`src/design/cpud_consts.vh`:
```
// constants for the addressing mode decoder
`ifndef CPUD_CONSTS_VH
`define CPUD_CONSTS_VH
// prefix bytes
`define CPUD_PRE_Y      8'h90
`define CPUD_PRE_IND_Y  8'h91
`define CPUD_PRE_IND    8'h92
`define CPUD_PRE_NONE   8'h00
// addressing modes
`define CPUD_M_INH      5'h00
`define CPUD_M_IMM      5'h01
`define CPUD_M_DIR_S    5'h02
`define CPUD_M_DIR_L    5'h03
`define CPUD_M_IDX0     5'h04
`define CPUD_M_IDX_S    5'h05
`define CPUD_M_IDX_L    5'h06
`define CPUD_M_IND_S    5'h07
`define CPUD_M_IND_L    5'h08
`define CPUD_M_IIDX_S   5'h09
`define CPUD_M_IIDX_L   5'h0A
`define CPUD_M_REL_D    5'h0B
`define CPUD_M_REL_I    5'h0C
`define CPUD_M_BIT_D    5'h0D
`define CPUD_M_BIT_I    5'h0E
`define CPUD_M_BREL_D   5'h0F
`define CPUD_M_BREL_I   5'h10
// operation classes
`define CPUD_C_LOAD     4'h0
`define CPUD_C_STACK    4'h1
`define CPUD_C_ARITH    4'h2
`define CPUD_C_LOGIC    4'h3
`define CPUD_C_BIT      4'h4
`define CPUD_C_SHIFT    4'h5
`define CPUD_C_JUMP     4'h6
`define CPUD_C_INT      4'h7
`define CPUD_C_FLAG     4'h8
// opcode high nibble groups
`define CPUD_G_BTJ      4'h0
`define CPUD_G_BSR      4'h1
`define CPUD_G_JR       4'h2
`define CPUD_G_RMW_D    4'h3
`define CPUD_G_RMW_A    4'h4
`define CPUD_G_RMW_X    4'h5
`define CPUD_G_RMW_IS   4'h6
`define CPUD_G_RMW_I0   4'h7
`define CPUD_G_MISC     4'h8
`define CPUD_G_XFER     4'h9
`define CPUD_G_IMM      4'hA
`define CPUD_G_DIR_S    4'hB
`define CPUD_G_DIR_L    4'hC
`define CPUD_G_IDX_L    4'hD
`define CPUD_G_IDX_S    4'hE
`define CPUD_G_IDX0     4'hF
// reset values
`define CPUD_RST_BYTE   8'h00
`define CPUD_RST_WORD   16'h0000
`endif

```
`src/design/cpud_decoder.v`:
```
// instruction fetch, length and effective address decoder
//
// Function
// - inherent instructions are one byte
// - immediate takes opcode plus operand byte
// - short direct uses one address byte
// - long direct uses two address bytes
// - indexed address is index plus offset
// - no-offset indexed has no extension byte
// - short indexed sum spans 00 to 1FE
// - long indexed uses sixteen-bit offset
// - short indirect fetches one-byte pointer
// - long indirect fetches sixteen-bit pointer
// - indirect indexed adds index and pointer
// - short indirect indexed sums to 1FE
// - relative adds signed byte to PC
// - relative offset direct or from memory
// - short-only and long-capable operation groups
// - instructions one to four bytes long
// - fetch prefix, opcode, then extension bytes
// - prefix 90 selects second index register
// - prefix 92 turns direct into indirect
// - prefix 92 turns offset indexed into indirect indexed
// - prefix 91 moves indirect indexed to Y
// - decode sixty-three operations into classes
// - undefined byte raises illegal code reset
// - prefix plus valid opcode never resets
// - relative base is next instruction address
`timescale 1ns/1ps
`default_nettype none
`include "cpud_consts.vh"
module cpud_decoder (
	input  wire        clock,
	input  wire        rst,
	input  wire        start,
	input  wire [15:0] start_pc,
	input  wire [7:0]  index_x,
	input  wire [7:0]  index_y,
	output wire        mem_rd,
	output wire [15:0] mem_addr,
	input  wire [7:0]  mem_rdata,
	input  wire        mem_ready,
	output wire        busy,
	output reg         done,
	output reg         illegal_reset,
	output reg  [7:0]  opcode_out,
	output reg  [7:0]  prefix_out,
	output reg  [4:0]  mode_out,
	output reg  [3:0]  class_out,
	output reg         use_y_out,
	output reg  [2:0]  length_out,
	output reg  [15:0] ea_out,
	output reg  [7:0]  operand_out,
	output reg  [15:0] target_out,
	output reg  [15:0] next_pc_out
);
	// one-hot fetch sequence
	localparam [4:0] S_IDLE = 5'b00001;
	localparam [4:0] S_OP   = 5'b00010;
	localparam [4:0] S_EXT  = 5'b00100;
	localparam [4:0] S_PTR  = 5'b01000;
	localparam [4:0] S_DONE = 5'b10000;

	// decode state, gathered bytes and their counters
	reg  [4:0]  state_reg;
	reg  [15:0] pc_reg;
	reg  [15:0] start_reg;
	reg  [7:0]  prefix_reg;
	reg  [7:0]  opcode_reg;
	reg  [4:0]  mode_reg;
	reg  [3:0]  class_reg;
	reg         use_y_reg;
	reg  [7:0]  ext1_reg;
	reg  [7:0]  ext2_reg;
	reg  [1:0]  ext_left_reg;
	reg         ext_second_reg;
	reg  [1:0]  ptr_cnt_reg;
	reg  [1:0]  ptr_left_reg;
	reg  [15:0] ptr_addr_reg;
	reg  [7:0]  ptr_hi_reg;
	reg  [7:0]  ptr_lo_reg;

	// classifier results for the byte now on the bus
	wire [4:0]  cls_mode;
	wire [1:0]  cls_ext;
	wire [1:0]  cls_ptr;
	wire        cls_use_y;
	wire        cls_illegal;
	wire [3:0]  cls_class;

	// the byte on the bus is classified against the prefix already seen
	cpud_classify u_classify (
		.opcode   (mem_rdata),
		.prefix   (prefix_reg),
		.mode     (cls_mode),
		.ext_cnt  (cls_ext),
		.ptr_cnt  (cls_ptr),
		.use_y    (cls_use_y),
		.illegal  (cls_illegal),
		.op_class (cls_class)
	);

	// a prefix is only one when no prefix has been taken yet
	function is_prefix;
		input [7:0] b;
		is_prefix = (b == `CPUD_PRE_Y) || (b == `CPUD_PRE_IND_Y) ||
			(b == `CPUD_PRE_IND);
	endfunction

	// sign extension of a relative byte to the PC width
	function [15:0] sext8;
		input [7:0] b;
		sext8 = {{8{b[7]}}, b};
	endfunction

	// handshake toward memory: a read stands until mem_ready
	assign mem_rd   = (state_reg == S_OP) ||
		(state_reg == S_EXT) ||
		(state_reg == S_PTR);
	assign mem_addr = (state_reg == S_PTR) ? ptr_addr_reg : pc_reg;
	assign busy     = (state_reg != S_IDLE);

	// index values are read late, so they must hold while busy
	wire        take      = mem_rd && mem_ready;
	wire [15:0] pc_inc    = pc_reg + 16'h0001;
	wire [15:0] ptr_inc   = ptr_addr_reg + 16'h0001;
	wire [7:0]  index_sel = use_y_reg ? index_y : index_x;
	wire [15:0] index16   = {8'h00, index_sel};
	wire [15:0] word_ext  = {ext1_reg, ext2_reg};
	wire [15:0] word_ptr  = {ptr_hi_reg, ptr_lo_reg};
	// length counts every byte fetched at the PC, prefix included
	wire [15:0] len_full  = pc_reg - start_reg;

	// effective address and relative target from the gathered bytes
	// long sums wrap at 64K, as the address space does
	reg  [15:0] ea_calc;
	reg  [7:0]  rel_byte;
	always @* begin
		ea_calc  = `CPUD_RST_WORD;
		rel_byte = ext1_reg;
		case (mode_reg)
			`CPUD_M_DIR_S, `CPUD_M_BIT_D: ea_calc = {8'h00, ext1_reg};
			`CPUD_M_BREL_D: begin
				ea_calc  = {8'h00, ext1_reg};
				rel_byte = ext2_reg;
			end
			`CPUD_M_DIR_L:  ea_calc = word_ext;
			`CPUD_M_IDX0:   ea_calc = index16;
			`CPUD_M_IDX_S:  ea_calc = index16 + {8'h00, ext1_reg};
			`CPUD_M_IDX_L:  ea_calc = index16 + word_ext;
			`CPUD_M_IND_S, `CPUD_M_BIT_I: ea_calc = {8'h00, ptr_lo_reg};
			`CPUD_M_BREL_I: begin
				ea_calc  = {8'h00, ptr_lo_reg};
				rel_byte = ext2_reg;
			end
			`CPUD_M_IND_L:  ea_calc = word_ptr;
			`CPUD_M_IIDX_S: ea_calc = index16 + {8'h00, ptr_lo_reg};
			`CPUD_M_IIDX_L: ea_calc = index16 + word_ptr;
			`CPUD_M_REL_I:  rel_byte = ptr_lo_reg;
			default:        ea_calc = `CPUD_RST_WORD;
		endcase
	end

	// pc_reg already points past the last byte here, so no adjust
	// a negative offset may land below the start address
	wire [15:0] target_calc = pc_reg + sext8(rel_byte);

	// main fetch sequencer
	always @(posedge clock) begin
		if (rst) begin
			// outputs clear as well, so length reads zero until a decode ends
			state_reg      <= S_IDLE;
			pc_reg         <= `CPUD_RST_WORD;
			start_reg      <= `CPUD_RST_WORD;
			prefix_reg     <= `CPUD_PRE_NONE;
			opcode_reg     <= `CPUD_RST_BYTE;
			mode_reg       <= `CPUD_M_INH;
			class_reg      <= `CPUD_C_LOAD;
			use_y_reg      <= 1'b0;
			ext1_reg       <= `CPUD_RST_BYTE;
			ext2_reg       <= `CPUD_RST_BYTE;
			ext_left_reg   <= 2'd0;
			ext_second_reg <= 1'b0;
			ptr_cnt_reg    <= 2'd0;
			ptr_left_reg   <= 2'd0;
			ptr_addr_reg   <= `CPUD_RST_WORD;
			ptr_hi_reg     <= `CPUD_RST_BYTE;
			ptr_lo_reg     <= `CPUD_RST_BYTE;
			done           <= 1'b0;
			illegal_reset  <= 1'b0;
			opcode_out     <= `CPUD_RST_BYTE;
			prefix_out     <= `CPUD_PRE_NONE;
			mode_out       <= `CPUD_M_INH;
			class_out      <= `CPUD_C_LOAD;
			use_y_out      <= 1'b0;
			length_out     <= 3'd0;
			ea_out         <= `CPUD_RST_WORD;
			operand_out    <= `CPUD_RST_BYTE;
			target_out     <= `CPUD_RST_WORD;
			next_pc_out    <= `CPUD_RST_WORD;
		end else begin
			done          <= 1'b0;
			illegal_reset <= 1'b0;
			case (state_reg)
				// wait for a launch; start is ignored in every other state
				S_IDLE: begin
					if (start) begin
						pc_reg     <= start_pc;
						start_reg  <= start_pc;
						// a fresh launch forgets the prefix of the last decode
						prefix_reg <= `CPUD_PRE_NONE;
						state_reg  <= S_OP;
					end
				end

				// prefix or opcode byte, one per taken read
				S_OP: begin
					if (take) begin
						pc_reg <= pc_inc;
						if (is_prefix(mem_rdata) && (prefix_reg == `CPUD_PRE_NONE)) begin
							prefix_reg <= mem_rdata;
						end else if (cls_illegal) begin
							// second prefix or undefined opcode
							illegal_reset <= 1'b1;
							state_reg     <= S_IDLE;
						end else begin
							// unauthorised prefix pairs fall back to the base mode
							opcode_reg     <= mem_rdata;
							mode_reg       <= cls_mode;
							class_reg      <= cls_class;
							use_y_reg      <= cls_use_y;
							ext_left_reg   <= cls_ext;
							ext_second_reg <= 1'b0;
							ptr_cnt_reg    <= cls_ptr;
							ext1_reg       <= `CPUD_RST_BYTE;
							ext2_reg       <= `CPUD_RST_BYTE;
							ptr_hi_reg     <= `CPUD_RST_BYTE;
							ptr_lo_reg     <= `CPUD_RST_BYTE;
							state_reg      <= (cls_ext == 2'd0) ? S_DONE : S_EXT;
						end
					end
				end

				// extension bytes follow the opcode in address order
				S_EXT: begin
					if (take) begin
						pc_reg <= pc_inc;
						if (ext_second_reg) begin
							ext2_reg <= mem_rdata;
						end else begin
							ext1_reg <= mem_rdata;
						end
						ext_second_reg <= 1'b1;
						ext_left_reg   <= ext_left_reg - 2'd1;
						if (ext_left_reg == 2'd1) begin
							// the pointer address is always the first extension byte
							ptr_addr_reg <= {8'h00, ext_second_reg ? ext1_reg : mem_rdata};
							ptr_left_reg <= ptr_cnt_reg;
							state_reg    <= (ptr_cnt_reg == 2'd0) ? S_DONE : S_PTR;
						end
					end
				end

				// pointer bytes come from page zero; a long pointer at FF takes its low byte from 0100
				S_PTR: begin
					if (take) begin
						ptr_addr_reg <= ptr_inc;
						ptr_left_reg <= ptr_left_reg - 2'd1;
						// of a two-byte pointer the first byte read is the high one
						if (ptr_left_reg == 2'd2) begin
							ptr_hi_reg <= mem_rdata;
						end else begin
							ptr_lo_reg <= mem_rdata;
							state_reg  <= S_DONE;
						end
					end
				end

				// publish the results together with one done pulse
				S_DONE: begin
					// operand access waits for this point, after the pointer is in
					done        <= 1'b1;
					opcode_out  <= opcode_reg;
					prefix_out  <= prefix_reg;
					mode_out    <= mode_reg;
					class_out   <= class_reg;
					use_y_out   <= use_y_reg;
					length_out  <= len_full[2:0];
					ea_out      <= ea_calc;
					operand_out <= ext1_reg;
					target_out  <= target_calc;
					next_pc_out <= pc_reg;
					state_reg   <= S_IDLE;
				end

				// a corrupt state code falls back to idle
				default: state_reg <= S_IDLE;
			endcase
		end
	end
endmodule // cpud_decoder
`default_nettype wire

```
`src/design/cpud_classify.v`:
```
// opcode and prefix classification into mode, byte counts and class
`timescale 1ns/1ps
`default_nettype none
`include "cpud_consts.vh"
module cpud_classify (
	input  wire [7:0] opcode,
	input  wire [7:0] prefix,
	output reg  [4:0] mode,
	output reg  [1:0] ext_cnt,
	output reg  [1:0] ptr_cnt,
	output wire       use_y,
	output reg        illegal,
	output reg  [3:0] op_class
);
	wire [3:0] hi = opcode[7:4];
	wire [3:0] lo = opcode[3:0];
	reg  [4:0] base;

	// holes in the read-modify-write rows
	function rmw_hole;
		input [3:0] l;
		rmw_hole = (l == 4'h1) || (l == 4'h2) || (l == 4'h5) || (l == 4'hB);
	endfunction

	// base mode from the high nibble, then prefix conversion
	always @* begin
		case (hi)
			`CPUD_G_BTJ:    base = `CPUD_M_BREL_D;
			`CPUD_G_BSR:    base = `CPUD_M_BIT_D;
			`CPUD_G_JR:     base = `CPUD_M_REL_D;
			`CPUD_G_RMW_D:  base = `CPUD_M_DIR_S;
			`CPUD_G_RMW_IS: base = `CPUD_M_IDX_S;
			`CPUD_G_RMW_I0: base = `CPUD_M_IDX0;
			`CPUD_G_IMM:    base = `CPUD_M_IMM;
			`CPUD_G_DIR_S:  base = `CPUD_M_DIR_S;
			`CPUD_G_DIR_L:  base = `CPUD_M_DIR_L;
			`CPUD_G_IDX_L:  base = `CPUD_M_IDX_L;
			`CPUD_G_IDX_S:  base = `CPUD_M_IDX_S;
			`CPUD_G_IDX0:   base = `CPUD_M_IDX0;
			default:        base = `CPUD_M_INH;
		endcase
		mode = base;
		if (prefix == `CPUD_PRE_IND) begin
			case (base)
				`CPUD_M_DIR_S:  mode = `CPUD_M_IND_S;
				`CPUD_M_DIR_L:  mode = `CPUD_M_IND_L;
				`CPUD_M_BIT_D:  mode = `CPUD_M_BIT_I;
				`CPUD_M_BREL_D: mode = `CPUD_M_BREL_I;
				`CPUD_M_REL_D:  mode = `CPUD_M_REL_I;
				`CPUD_M_IDX_S:  mode = `CPUD_M_IIDX_S;
				`CPUD_M_IDX_L:  mode = `CPUD_M_IIDX_L;
				default:        mode = base;
			endcase
		end else if (prefix == `CPUD_PRE_IND_Y) begin
			case (base)
				`CPUD_M_IDX_S: mode = `CPUD_M_IIDX_S;
				`CPUD_M_IDX_L: mode = `CPUD_M_IIDX_L;
				default:       mode = base;
			endcase
		end
	end

	// Y selection: 90 for plain forms, 91 for indirect indexed
	assign use_y = (prefix == `CPUD_PRE_Y) || (prefix == `CPUD_PRE_IND_Y);

	// extension and pointer byte counts per mode
	always @* begin
		ptr_cnt = 2'd0;
		case (mode)
			`CPUD_M_INH, `CPUD_M_IDX0: ext_cnt = 2'd0;
			`CPUD_M_DIR_L, `CPUD_M_IDX_L: ext_cnt = 2'd2;
			`CPUD_M_BREL_D: ext_cnt = 2'd2;
			`CPUD_M_BREL_I: begin
				ext_cnt = 2'd2;
				ptr_cnt = 2'd1;
			end
			`CPUD_M_IND_L, `CPUD_M_IIDX_L: begin
				ext_cnt = 2'd1;
				ptr_cnt = 2'd2;
			end
			`CPUD_M_IND_S, `CPUD_M_IIDX_S, `CPUD_M_REL_I, `CPUD_M_BIT_I: begin
				ext_cnt = 2'd1;
				ptr_cnt = 2'd1;
			end
			default: ext_cnt = 2'd1;
		endcase
	end

	// operation class and undefined codes
	always @* begin
		illegal = 1'b0;
		op_class = `CPUD_C_LOAD;
		case (hi)
			`CPUD_G_BTJ, `CPUD_G_BSR: op_class = `CPUD_C_BIT;
			`CPUD_G_JR: op_class = `CPUD_C_JUMP;
			`CPUD_G_RMW_D, `CPUD_G_RMW_A, `CPUD_G_RMW_X, `CPUD_G_RMW_IS, `CPUD_G_RMW_I0: begin
				illegal = rmw_hole(lo);
				case (lo)
					4'h0, 4'h3: op_class = `CPUD_C_LOGIC;
					4'hA, 4'hC, 4'hD: op_class = `CPUD_C_ARITH;
					4'hF: op_class = `CPUD_C_LOAD;
					default: op_class = `CPUD_C_SHIFT;
				endcase
			end
			`CPUD_G_MISC: begin
				illegal = (lo == 4'hC) || (lo == 4'hD);
				case (lo)
					4'h0, 4'h3, 4'hE, 4'hF: op_class = `CPUD_C_INT;
					4'h1: op_class = `CPUD_C_JUMP;
					4'h2: op_class = `CPUD_C_ARITH;
					default: op_class = `CPUD_C_STACK;
				endcase
			end
			`CPUD_G_XFER: begin
				illegal = (lo < 4'h3);
				case (lo)
					4'h8, 4'h9, 4'hA, 4'hB: op_class = `CPUD_C_FLAG;
					4'hC: op_class = `CPUD_C_STACK;
					4'hD: op_class = `CPUD_C_JUMP;
					default: op_class = `CPUD_C_LOAD;
				endcase
			end
			default: begin
				// rows A..F: jumps and calls have no long direct or long indexed form
				illegal = ((hi == `CPUD_G_IMM) &&
					((lo == 4'h7) || (lo == 4'hC) || (lo == 4'hF))) ||
					(((hi == `CPUD_G_DIR_L) || (hi == `CPUD_G_IDX_L)) &&
					((lo == 4'hC) || (lo == 4'hD)));
				case (lo)
					4'h0, 4'h2, 4'h9, 4'hB: op_class = `CPUD_C_ARITH;
					4'h4, 4'h5, 4'h8, 4'hA: op_class = `CPUD_C_LOGIC;
					4'hC, 4'hD: op_class = `CPUD_C_JUMP;
					default: op_class = `CPUD_C_LOAD;
				endcase
			end
		endcase
	end
endmodule // cpud_classify
`default_nettype wire

```
`config.mk`:
```
export PLATFORM = sky130hd
export DESIGN_NAME = cpud_decoder
export DESIGN_NICKNAME = d
export VERILOG_FILES = /design/src/design/cpud_decoder.v /design/src/design/cpud_classify.v
export VERILOG_INCLUDE_DIRS = /design/src /design/src/design
export SDC_FILE = /design/constraint.sdc
export NUM_CORES = 1
export LEC_CHECK = 0
export BUFFER_PORTS_ARGS = -buffer_cell sky130_fd_sc_hd__buf_2
export CAP_MARGIN = 20
export CORE_AREA = 2 2 193 195
export CTS_CLUSTER_DIAMETER = 200
export DETAILED_ROUTE_END_ITERATION = 10
export DIE_AREA = 0 0 195 197
export GPL_ROUTABILITY_DRIVEN = 0
export HOLD_SLACK_MARGIN = 0.05
export PLACE_DENSITY = 0.53
export SLEW_MARGIN = 10
export SYNTH_ARGS = -nofsm -noshare
export SYNTH_HDL_FRONTEND = slang
export SYNTH_SLANG_ARGS = --single-unit
```
`constraint.sdc`:
```
create_clock -name clock -period 4.86 [get_ports clock]
set_input_delay 0.972 -clock clock [delete_from_list [all_inputs] [get_ports clock]]
set_output_delay 0.972 -clock clock [all_outputs]
set_load 0.02 [all_outputs]
```
# --- Word-level counts from Yosys, hierarchy flattened ---
# Memory sizes are Yosys's and may differ from the RTL's.
# Index checks and enable logic that the tools add are counted.
word_totals:
  mem_bits_ro: 112
  wordCells: 251
  regBits: 192
  input_bits: 44
  memories: 2
memory_table:
  columns: ["name", "words", "width", "rd", "rd_ports_with_merged_regs", "wr", "line_no", "rtl"]
  rows:
  - ["(no name shown)", 16, 4, 1, 0, 0, "cpud_classify.v:27", "case (hi)"]
  - ["(no name shown)", 16, 3, 1, 0, 0, "cpud_classify.v:129", "case (lo)"]
classes:
  n_reduce_logical: 54
  magnitude_cmp: 1
  n_mux: 68
  bitwise_logic: 4
  add_sub_neg: 10
  eq_ne: 83
op_table:
  columns: ["op", "n"]
  rows:
  - ["one-hot mux 16 bit (9 select lines)", 1]
  - ["2-to-1 mux 8 bit", 15]
  - ["2-to-1 mux 16 bit", 6]
  - ["one-hot mux 8 bit (2 select lines)", 6]
  - ["== test 5 x 4 -> 1 bit, second input constant", 17]
  - ["one-hot mux 16 bit (2 select lines)", 2]
  - ["2-to-1 mux 5 bit", 12]
  - ["== test 4 bit, second input constant", 13]
  - ["== test 5 x 3 -> 1 bit, second input constant", 10]
  - ["== test 8 bit, second input constant", 6]
  - ["one-hot mux 5 bit (7 select lines)", 1]
  - ["adder 16 x 1 -> 16 bit, second input constant", 2]
  - ["adder 8 x 16 -> 16 bit", 2]
  - ["== test 5 x 2 -> 1 bit, second input constant", 6]
  - ["== test 4 x 3 -> 1 bit, second input constant", 6]
  - ["one-hot mux 4 bit (5 select lines)", 1]
  - ["one-hot mux 5 bit (4 select lines)", 1]
  - ["adder 8 x 8 -> 9 bit", 2]
  - ["one-hot mux 3 bit (3 select lines)", 2]
  - ["AND reduction 6 bit", 3]
  - ["adder 16 bit", 1]
  - ["== test 4 x 2 -> 1 bit, second input constant", 4]
  - ["!= test 2 bit, second input constant", 8]
  - ["one-hot mux 2 bit (2 select lines)", 4]
  - ["other kinds (33)", 89]

# --- Logic depth before layout (Yosys ltp) ---
# Gate-level depths: netlist of the first run.
# An unclocked memory read counts as a cell.
depth:
  depth_word: 14
  ltp_mapped: 15

# --- By module ---
# From an unflattened synthesis of the first run, not the netlist that was laid out.
unflattened:
  cells_unflattened: 1490
  area_unflattened_um2: 11567.3
by_module_without_submodules:
  columns: ["mod", "instances", "cells_per_inst", "seq_area_each_um2", "area_per_inst_um2"]
  rows:
  - ["cpud_decoder", 1, 1361, 3843.7, 10836.6]
  - ["cpud_classify", 1, 129, 0.0, 730.7]

# --- Least setup slack after synthesis of the first run ---
# No wires, ideal clock.
synth_path:
  path_kind: "flip-flop to flip-flop"
  from: "register mode_reg[2]"
  to: "register target_out[14]"
  period_less_slack_ns: 3.571
  t_arrival_ns: 3.457
  path_slack_ns: 1.289
  required_ns: 4.746
  path_stages_with_launch: 16
  path_buffers: 2
  path_cell_list: "dfxtp_1 > buf_2 > clkbuf_1 > nand4_1 > o22ai_1 > nor2_1 > nand2_1 > nand2_1 > ha_1 > fa_1 > a211oi_1 > o21ai_0 > a221oi_1 > o31ai_1 > xor2_1 > a21o_1"
synth_via:
  elab_chain_len: 4
  elab_cells_between_ends: 6
  classes_between: "1 x add/sub; 3 x eq/ne; 1 x mux; 1 x reduce/logical"
synth_lines:
  columns: ["element", "line_no", "rtl"]
  rows:
  - ["start: declaration", "cpud_decoder.v:70", "reg [4:0] mode_reg;"]
  - ["start signal: assignment", "cpud_decoder.v:177", "mode_reg <= `CPUD_M_INH;"]
  - ["start signal: assignment", "cpud_decoder.v:229", "mode_reg <= cls_mode;"]
  - ["== test 5 bit or == test 5 x 4 -> 1 bit (tied branches)", "cpud_decoder.v:141", "case (mode_reg)"]
  - ["OR reduction 2 bit (no line)", null, null]
  - ["one-hot mux 8 bit (2 select lines) (*)", "cpud_decoder.v:141", null]
  - ["adder 16 bit (*)", "cpud_decoder.v:166", "wire [15:0] target_calc = pc_reg + sext8(rel_byte);"]
  - ["end signal: assignment", "cpud_decoder.v:199", "target_out <= `CPUD_RST_WORD;"]
  - ["end signal: assignment", "cpud_decoder.v:291", "target_out <= target_calc;"]
  - ["end: declaration", "cpud_decoder.v:54", "output reg [15:0] target_out,"]
# Every way passes the cells marked *; elsewhere a longest branch is shown, timed or not.
# A chain may end at the register's enable or synchronous reset.

# --- Worst setup path after layout of the first run ---
layout_path:
  from: "register mode_reg[4]"
  to: "register target_out[14]"
# The elaborated chain is that of the path after synthesis.

==> out/qor_table.md, run 1 <==
| Parameter | This run | Unit |
|:---|:---|:---|
| Number of setup buffers added after CTS | 0 | - |
| Clock tree from TritonCTS | built | - |
| Post-Route Hold Slack | 448 | ps |
| Total global-route track usage | 0.202 | - |
| Outcome | finished clean | - |
| Number of H-tree branching levels | 4 | - |
| Post-layout nets | 1668 | - |
| Smallest setup slack after layout | 783 | ps |
| Total of max-cap violations | 0 | - |
| Arrival time of the worst setup path | 4420 | ps |
| Iteration-0 DRC Markers | 910 | - |
| Pre-CTS setup slack | 888 | ps |
| Clock network latency to the later pin of the worst-skew pair | 450 | ps |
| GRT overflow | 0 | - |
| Number of gates resized after cts | 0 | - |
| Number of unique standard cell types used by synthesis | 82 | - |
| Detailed-route wire length | 39.4 | mm |
| Count of vias placed by the detailed router | 11500 | - |
| Drt drc | 0 | - |
| Post-synthesis instance total | 1515 | - |
| Max-slew violation count | 0 | - |
| Buffers added on ports | 148 | - |
| Post-synthesis mux area share | 0.0438 | - |
| Post-cts hold buffer count | 0 | - |
| Setup TNS | 0 | ps |
| Number of antenna violations at the first check in global routing | 1 | - |
| Cell area after synthesis | 11500 | um2 |
| Main combinational cell family by area after synthesis | compound AO/OA/AOI/OAI gates | - |
| Number of cell instances on the worst register-to-register path | 13 | - |
| Wirelength per Cell | 19.1 | um |
| Compound-Gate Fraction of Synth Area | 0.267 | - |
| Proportion of synthesized chip area in sequential cells | 0.335 | - |
| Worst vdd ir | 0.000253 | V |
| FMAX | 245 | MHz |
| Simple-gate share of the synthesized area | 0.238 | - |
| Clock transition at the register clock pins on the worst setup and hold paths after CTS | 80 | ps |
| Synth warnings | 0 | - |
| Overall power consumption | 3.71 | mW |
| Kind of path behind the tightest hold check | flip-flop to flip-flop | - |
| Number of endpoints with negative hold slack in the final report | 0 | - |
| Vias in the first global route | 10800 | - |
| Least-Margin Pin Slew | 1060 | ps |
| Worst Clk Skew | 9.68 | ps |
| Cell at the root of the clock tree | sky130_fd_sc_hd__clkbuf_16 | - |
| Worst Path Max Fanout | 15 | - |
| Wire length of the first global-routing pass | 61.4 | mm |
| Number of placement rows | 70 | - |
| Arithmetic-cell share of the synthesized area counting full adders, half adders and majority gates | 0.0462 | - |
| Longest Clk Path Bufs | 2 | - |
| FF+latch count, synth | 192 | - |
| Num ports | 149 | - |
| Area of the die | 38400 | um2 |
| Post-synth EDFFs | 0 | - |
| Initial core utilization | 0.317 | - |
| Non-filler instance count after layout | 2065 | - |
| Core ar. | 36300 | um2 |
| Worst rel slew slack | 0.291 | - |
| Number of buffers created by CTS | 17 | - |
| Post-synthesis share of cell area spent on xor and xnor gates | 0.0229 | - |
| # placed instances | 2033 | - |
| Die boundary width | 195 | um |
| Required time reported for the critical path endpoint | 5210 | ps |
| Syn Nets | 1599 | - |
| Setup repair after global routing missed its margin | false | - |
| Post-route fraction of the period consumed by the critical path | 0.839 | - |
| Detailed Routing Iterations Pass 1 | 5 | - |
| Maximum number of pins on one net before global-route repair | 81 | - |
| Static leakage | 5.16 | nW |
| Final critical-path required period | 4080 | ps |
| Power per cell area | 283 | nW/um2 |
| Die boundary height | 197 | um |
| Most used DFF post-synth | sky130_fd_sc_hd__dfxtp_1 | - |
| CP Launch Type | flip-flop | - |
| Synthesis-to-layout area growth | 14.4 | % |
| Avg Synthesized Cell Area | 7.58 | um2 |
| Number of inserted diodes | 0 | - |
| Detailed Place HPWL | 28.0 | mm |
| Fraction of layout instances using a drive strength above 1 | 0.150 | - |
| Detail-routed via count per cell | 5.56 | - |
| TritonCTS Sinks | 192 | - |
| Number of nets with antenna violations after routing | 0 | - |
| Critical path type | flip-flop to flip-flop | - |
| Total setup violations reported at the end of the flow | 0 | - |
| Hold depth | 2 | - |
| Post-synth ARST share | 0 | - |
| Critical path endpoint category | flip-flop | - |
-- final timing paths --
check / endpoint / start / slack (ps)
hold / removal: length_out[2] / length_out[2] / 450
hold reg to reg: length_out[2] / length_out[2] / 450
setup / recovery: target_out[14] / mode_reg[4] / 780
setup reg to reg: target_out[14] / mode_reg[4] / 780
-- synthesized netlist by cell type (10+ instances only) --
cell / instances / area share
sky130_fd_sc_hd__nand2_1: 323 / 0.11
sky130_fd_sc_hd__dfxtp_1: 192 / 0.33
sky130_fd_sc_hd__a21oi_1: 166 / 0.072
sky130_fd_sc_hd__clkbuf_1: 87 / 0.028
sky130_fd_sc_hd__o21ai_0: 79 / 0.034
sky130_fd_sc_hd__nor2_1: 75 / 0.025
sky130_fd_sc_hd__nand3_1: 52 / 0.023
sky130_fd_sc_hd__ha_1: 36 / 0.039
sky130_fd_sc_hd__nor3_1: 36 / 0.016
sky130_fd_sc_hd__a211oi_1: 31 / 0.020
sky130_fd_sc_hd__mux2i_1: 30 / 0.026
sky130_fd_sc_hd__a21o_1: 24 / 0.016
sky130_fd_sc_hd__inv_1: 19 / 0.0062
sky130_fd_sc_hd__a22oi_1: 18 / 0.012
sky130_fd_sc_hd__mux2_2: 18 / 0.018
sky130_fd_sc_hd__or3_1: 18 / 0.0098
sky130_fd_sc_hd__xnor2_1: 18 / 0.014
sky130_fd_sc_hd__a221oi_1: 14 / 0.011
sky130_fd_sc_hd__nand4_1: 14 / 0.0076
sky130_fd_sc_hd__o211ai_1: 14 / 0.0092
sky130_fd_sc_hd__and2_1: 13 / 0.0071
sky130_fd_sc_hd__and3_1: 13 / 0.0071
sky130_fd_sc_hd__buf_1: 12 / 0.0039
sky130_fd_sc_hd__buf_2: 12 / 0.0052
sky130_fd_sc_hd__xor2_1: 12 / 0.0092
sky130_fd_sc_hd__a222oi_1: 10 / 0.0087
sky130_fd_sc_hd__o21a_1: 10 / 0.0065
-- power breakdown --
| part | internal [mW] | switching, mW | leakage, nW |
|---|---|---|---|
| Clock | 0.835 | 0.676 | 0.293 |
| Sequential | 1.61 | 0.0829 | 1.55 |
| Combinational | 0.176 | 0.337 | 3.32 |
-- layout make-up --
class,instances,area [um2]
inverter,19,71.3
multi-input combinational,1188,7120
sequential,192,3840
clock inverter,13,176
timing repair buffer,166,891
tap,468,586
fill,3927,23100
clock buffer,19,443
-- cell usage in the layout, fill, tap and decap left out, types with 9 or more instances in the layout --
cell / netlist / final
sky130_fd_sc_hd__buf_4: 3 / 18
sky130_fd_sc_hd__clkbuf_16: 0 / 17
sky130_fd_sc_hd__a221oi_1: 14 / 14
sky130_fd_sc_hd__nor3_1: 36 / 36
sky130_fd_sc_hd__a22oi_1: 18 / 18
sky130_fd_sc_hd__o211ai_1: 14 / 14
sky130_fd_sc_hd__and3_1: 13 / 13
sky130_fd_sc_hd__inv_1: 19 / 19
sky130_fd_sc_hd__nand4_1: 14 / 14
sky130_fd_sc_hd__or3_1: 18 / 18
sky130_fd_sc_hd__o21ai_0: 79 / 79
sky130_fd_sc_hd__mux2i_1: 30 / 30
sky130_fd_sc_hd__a21o_1: 24 / 24
sky130_fd_sc_hd__xor2_1: 12 / 12
sky130_fd_sc_hd__mux2_2: 18 / 18
sky130_fd_sc_hd__nand3_1: 52 / 52
sky130_fd_sc_hd__nand2_1: 323 / 323
sky130_fd_sc_hd__a21oi_1: 166 / 166
sky130_fd_sc_hd__and2_1: 13 / 13
sky130_fd_sc_hd__ha_1: 36 / 36
sky130_fd_sc_hd__a222oi_1: 10 / 10
sky130_fd_sc_hd__a211oi_1: 31 / 31
sky130_fd_sc_hd__dfxtp_1: 192 / 192
sky130_fd_sc_hd__o21a_1: 10 / 10
sky130_fd_sc_hd__a31oi_1: 9 / 9
sky130_fd_sc_hd__buf_2: 12 / 147
sky130_fd_sc_hd__nor2_1: 75 / 75
sky130_fd_sc_hd__nand3b_1: 9 / 9
sky130_fd_sc_hd__xnor2_1: 18 / 18
-- metrics by stage --
step           cell area [um2]  utilization
6_report                 13100        0.362
3_3_place_gp             12500        0.345
4_1_cts                  13100        0.362
2_1_floorplan            11500            -
5_1_grt                  13100        0.362
3_5_place_dp             12500        0.345
-- layer usage --
metal  vias up  share of wire  GRT usage
met5         -        0.00018          0
met4         2          0.019     0.0580
met3        51          0.051     0.0390
met2       312           0.46      0.326
met1      5470           0.47      0.274
li1       5642              -          -
-- cells by family after synthesis --
| family | Yosys count |
|---|---|
| compound gates | 469 |
| xor+xnor | 30 |
| fa+ha+maj | 40 |
| buf+inv | 135 |
| flops | 192 |
| mux | 48 |
| simple gates | 601 |
-- worst max-delay path, cell delays in order (launching register included) --
cell and delay (ps):
sky130_fd_sc_hd__dfxtp_1 470, sky130_fd_sc_hd__or3_1 480, sky130_fd_sc_hd__nor2_1 480, sky130_fd_sc_hd__nor2_1 240
sky130_fd_sc_hd__nand2_1 120, sky130_fd_sc_hd__nand2_1 70, sky130_fd_sc_hd__ha_1 230, sky130_fd_sc_hd__fa_1 430
sky130_fd_sc_hd__a211oi_1 280, sky130_fd_sc_hd__o21ai_0 260, sky130_fd_sc_hd__a221oi_1 440, sky130_fd_sc_hd__o31ai_1 130
sky130_fd_sc_hd__xor2_1 160, sky130_fd_sc_hd__a21o_1 180
(Power assumes the default switching activity.)
==> inputs of run 2 (changes only) <==
==> constraint.sdc (replaced) <==
create_clock -name clock -period 4.2 [get_ports clock]
set_input_delay 0.84 -clock clock [delete_from_list [all_inputs] [get_ports clock]]
set_output_delay 0.84 -clock clock [all_outputs]
set_load 0.02 [all_outputs]
==> out/qor_table.md, run 2 (synthesized netlist as in run 1, its figures left out) <==
| Parameter | This run | Unit |
|:---|:---|:---|
| Outcome | finished clean | - |
| Total global-route track usage | 0.205 | - |
| Share of power burned in combinational logic | 0.137 | - |
| Total setup violations reported at the end of the flow | 0 | - |
| Initial core utilization | 0.317 | - |
| Hold depth | 2 | - |
| Detailed Routing Iterations Pass 1 | 5 | - |
| Sequential share of power | 0.442 | - |
| Clock network latency to the later pin of the worst-skew pair | 450 | ps |
| Post-layout nets | 1680 | - |
| Pre-CTS setup slack | 359 | ps |
| Maximum number of pins on one net before global-route repair | 78 | - |
| Worst rel slew slack | 0.293 | - |
| Setup TNS | 0 | ps |
| Total of max-cap violations | 0 | - |
| Longest Clk Path Bufs | 2 | - |
| GRT overflow | 0 | - |
| Clock Power Share | 0.421 | - |
| Clock transition at the register clock pins on the worst setup and hold paths after CTS | 70 | ps |
| CP Launch Type | flip-flop | - |
| Area of the die | 38400 | um2 |
| Number of cell instances on the worst register-to-register path | 13 | - |
| Most frequent cells in the layout | sky130_fd_sc_hd__nand2_1, sky130_fd_sc_hd__dfxtp_1, sky130_fd_sc_hd__a21oi_1, sky130_fd_sc_hd__buf_2, sky130_fd_sc_hd__o21ai_0 | - |
| Buffers added on ports | 148 | - |
| Post-route fraction of the period consumed by the critical path | 0.896 | - |
| Setup repair after global routing missed its margin | false | - |
| Final critical-path required period | 3760 | ps |
| Smallest setup slack after layout | 437 | ps |
| Net switching power of the design | 1.25 | mW |
| Drt drc | 0 | - |
| Post-Route Hold Slack | 450 | ps |
| Critical path endpoint category | flip-flop | - |
| Required time reported for the critical path endpoint | 4540 | ps |
| Worst Path Max Fanout | 15 | - |
| Detail-routed via count per cell | 5.58 | - |
| Static leakage | 5.23 | nW |
| Number of endpoints with negative hold slack in the final report | 0 | - |
| Core ar. | 36300 | um2 |
| Number of placement rows | 70 | - |
| Die boundary width | 195 | um |
| Wire length of the first global-routing pass | 63.0 | mm |
| TritonCTS Sinks | 192 | - |
| Count of vias placed by the detailed router | 11600 | - |
| Number of antenna violations at the first check in global routing | 0 | - |
| Iteration-0 DRC Markers | 933 | - |
| Number of nets with antenna violations after routing | 0 | - |
| FMAX | 266 | MHz |
| Switching portion of total power | 0.284 | - |
| Number of H-tree branching levels | 4 | - |
| Worst Clk Skew | 12.1 | ps |
| Num ports | 149 | - |
| Fraction of layout instances using a drive strength above 1 | 0.157 | - |
| Internal power summed over all cells | 3.16 | mW |
| Max-slew violation count | 0 | - |
| Placed standard-cell area | 12600 | um2 |
| Die boundary height | 197 | um |
| Detailed Place HPWL | 28.3 | mm |
| Number of buffers created by CTS | 17 | - |
| Number of setup buffers added after CTS | 0 | - |
| Number of inserted diodes | 0 | - |
| Synthesis-to-layout area growth | 15.5 | % |
| Cell at the root of the clock tree | sky130_fd_sc_hd__clkbuf_16 | - |
| Wirelength per Cell | 19.0 | um |
| Overall power consumption | 4.41 | mW |
| Worst vdd ir | 0.000283 | V |
| Power per cell area | 333 | nW/um2 |
| Detailed-route wire length | 39.4 | mm |
| Final instance area | 13300 | um2 |
| Least-Margin Pin Slew | 1050 | ps |
| Arrival time of the worst setup path | 4100 | ps |
| Vias in the first global route | 11000 | - |
| Kind of path behind the tightest hold check | flip-flop to flip-flop | - |
| Clock tree from TritonCTS | built | - |
| Critical path type | flip-flop to flip-flop | - |
| Most frequent standard cell in the layout excluding fill and tap cells | sky130_fd_sc_hd__nand2_1 | - |
-- run 2: path summary, 6_finish.rpt --
check	slack, ps	to	startpoint
setup / recovery	440	target_out[14]	mode_reg[1]
hold / removal	450	ea_out[2]	ea_out[2]
setup reg to reg	440	target_out[14]	mode_reg[1]
hold reg to reg	450	ea_out[2]	ea_out[2]
-- run 2: per-layer routing --
layer	vias up	track usage	wire [um]	part of all wire
met2	304	0.331	18100	0.46
li1	5656	-	-	-
met4	0	0.0489	580	0.015
met3	41	0.0364	1970	0.050
met5	-	0	0	0
met1	5594	0.284	18700	0.47
-- run 2: final cells by class --
| type | count | area, um2 |
|---|---|---|
| Fill cell | 3870 | 23000 |
| Multi-Input combinational cell | 1188 | 7120 |
| Sequential cell | 192 | 3840 |
| Timing Repair Buffer | 178 | 968 |
| Tap cell | 468 | 586 |
| Clock buffer | 20 | 457 |
| Clock inverter | 12 | 208 |
| Inverter | 19 | 71.3 |
-- run 2: worst max-delay path, cell delays in order, from the launching register on --
cell and delay [ps]:
sky130_fd_sc_hd__dfxtp_1 460, sky130_fd_sc_hd__or3_1 440, sky130_fd_sc_hd__nor2_2 280, sky130_fd_sc_hd__nor2_1 200
sky130_fd_sc_hd__nand2_1 100, sky130_fd_sc_hd__nand2_1 70, sky130_fd_sc_hd__ha_1 230, sky130_fd_sc_hd__fa_1 430
sky130_fd_sc_hd__a211oi_1 270, sky130_fd_sc_hd__o21ai_0 280, sky130_fd_sc_hd__a221oi_1 450, sky130_fd_sc_hd__o31ai_1 130
sky130_fd_sc_hd__xor2_1 150, sky130_fd_sc_hd__a21o_1 180
-- run 2: timing repair --
action | 4_1_cts | 5_1_grt
setup endpoints to repair | 0 | 1
resized for setup | 0 | 1
hold buffers | 0 | 0
-- run 2: through the flow --
stage          cells   util
3_3_place_gp    2045  0.347
4_1_cts         2077  0.366
5_1_grt         2077  0.366
2_1_floorplan   1515      -
6_report        2077  0.366
3_5_place_dp    2045  0.347
-- run 2: power groups by stage --
stage / combinational, mW / sequential (mW) / clock (mW)
detailed placement: 0.601 / 1.99 / 0
CTS: 0.605 / 1.95 / 1.90
global route: 0.671 / 1.96 / 1.99
global placement: 0.598 / 1.99 / 0
floorplan: 0.433 / 1.94 / 0
finish: 0.606 / 1.95 / 1.86
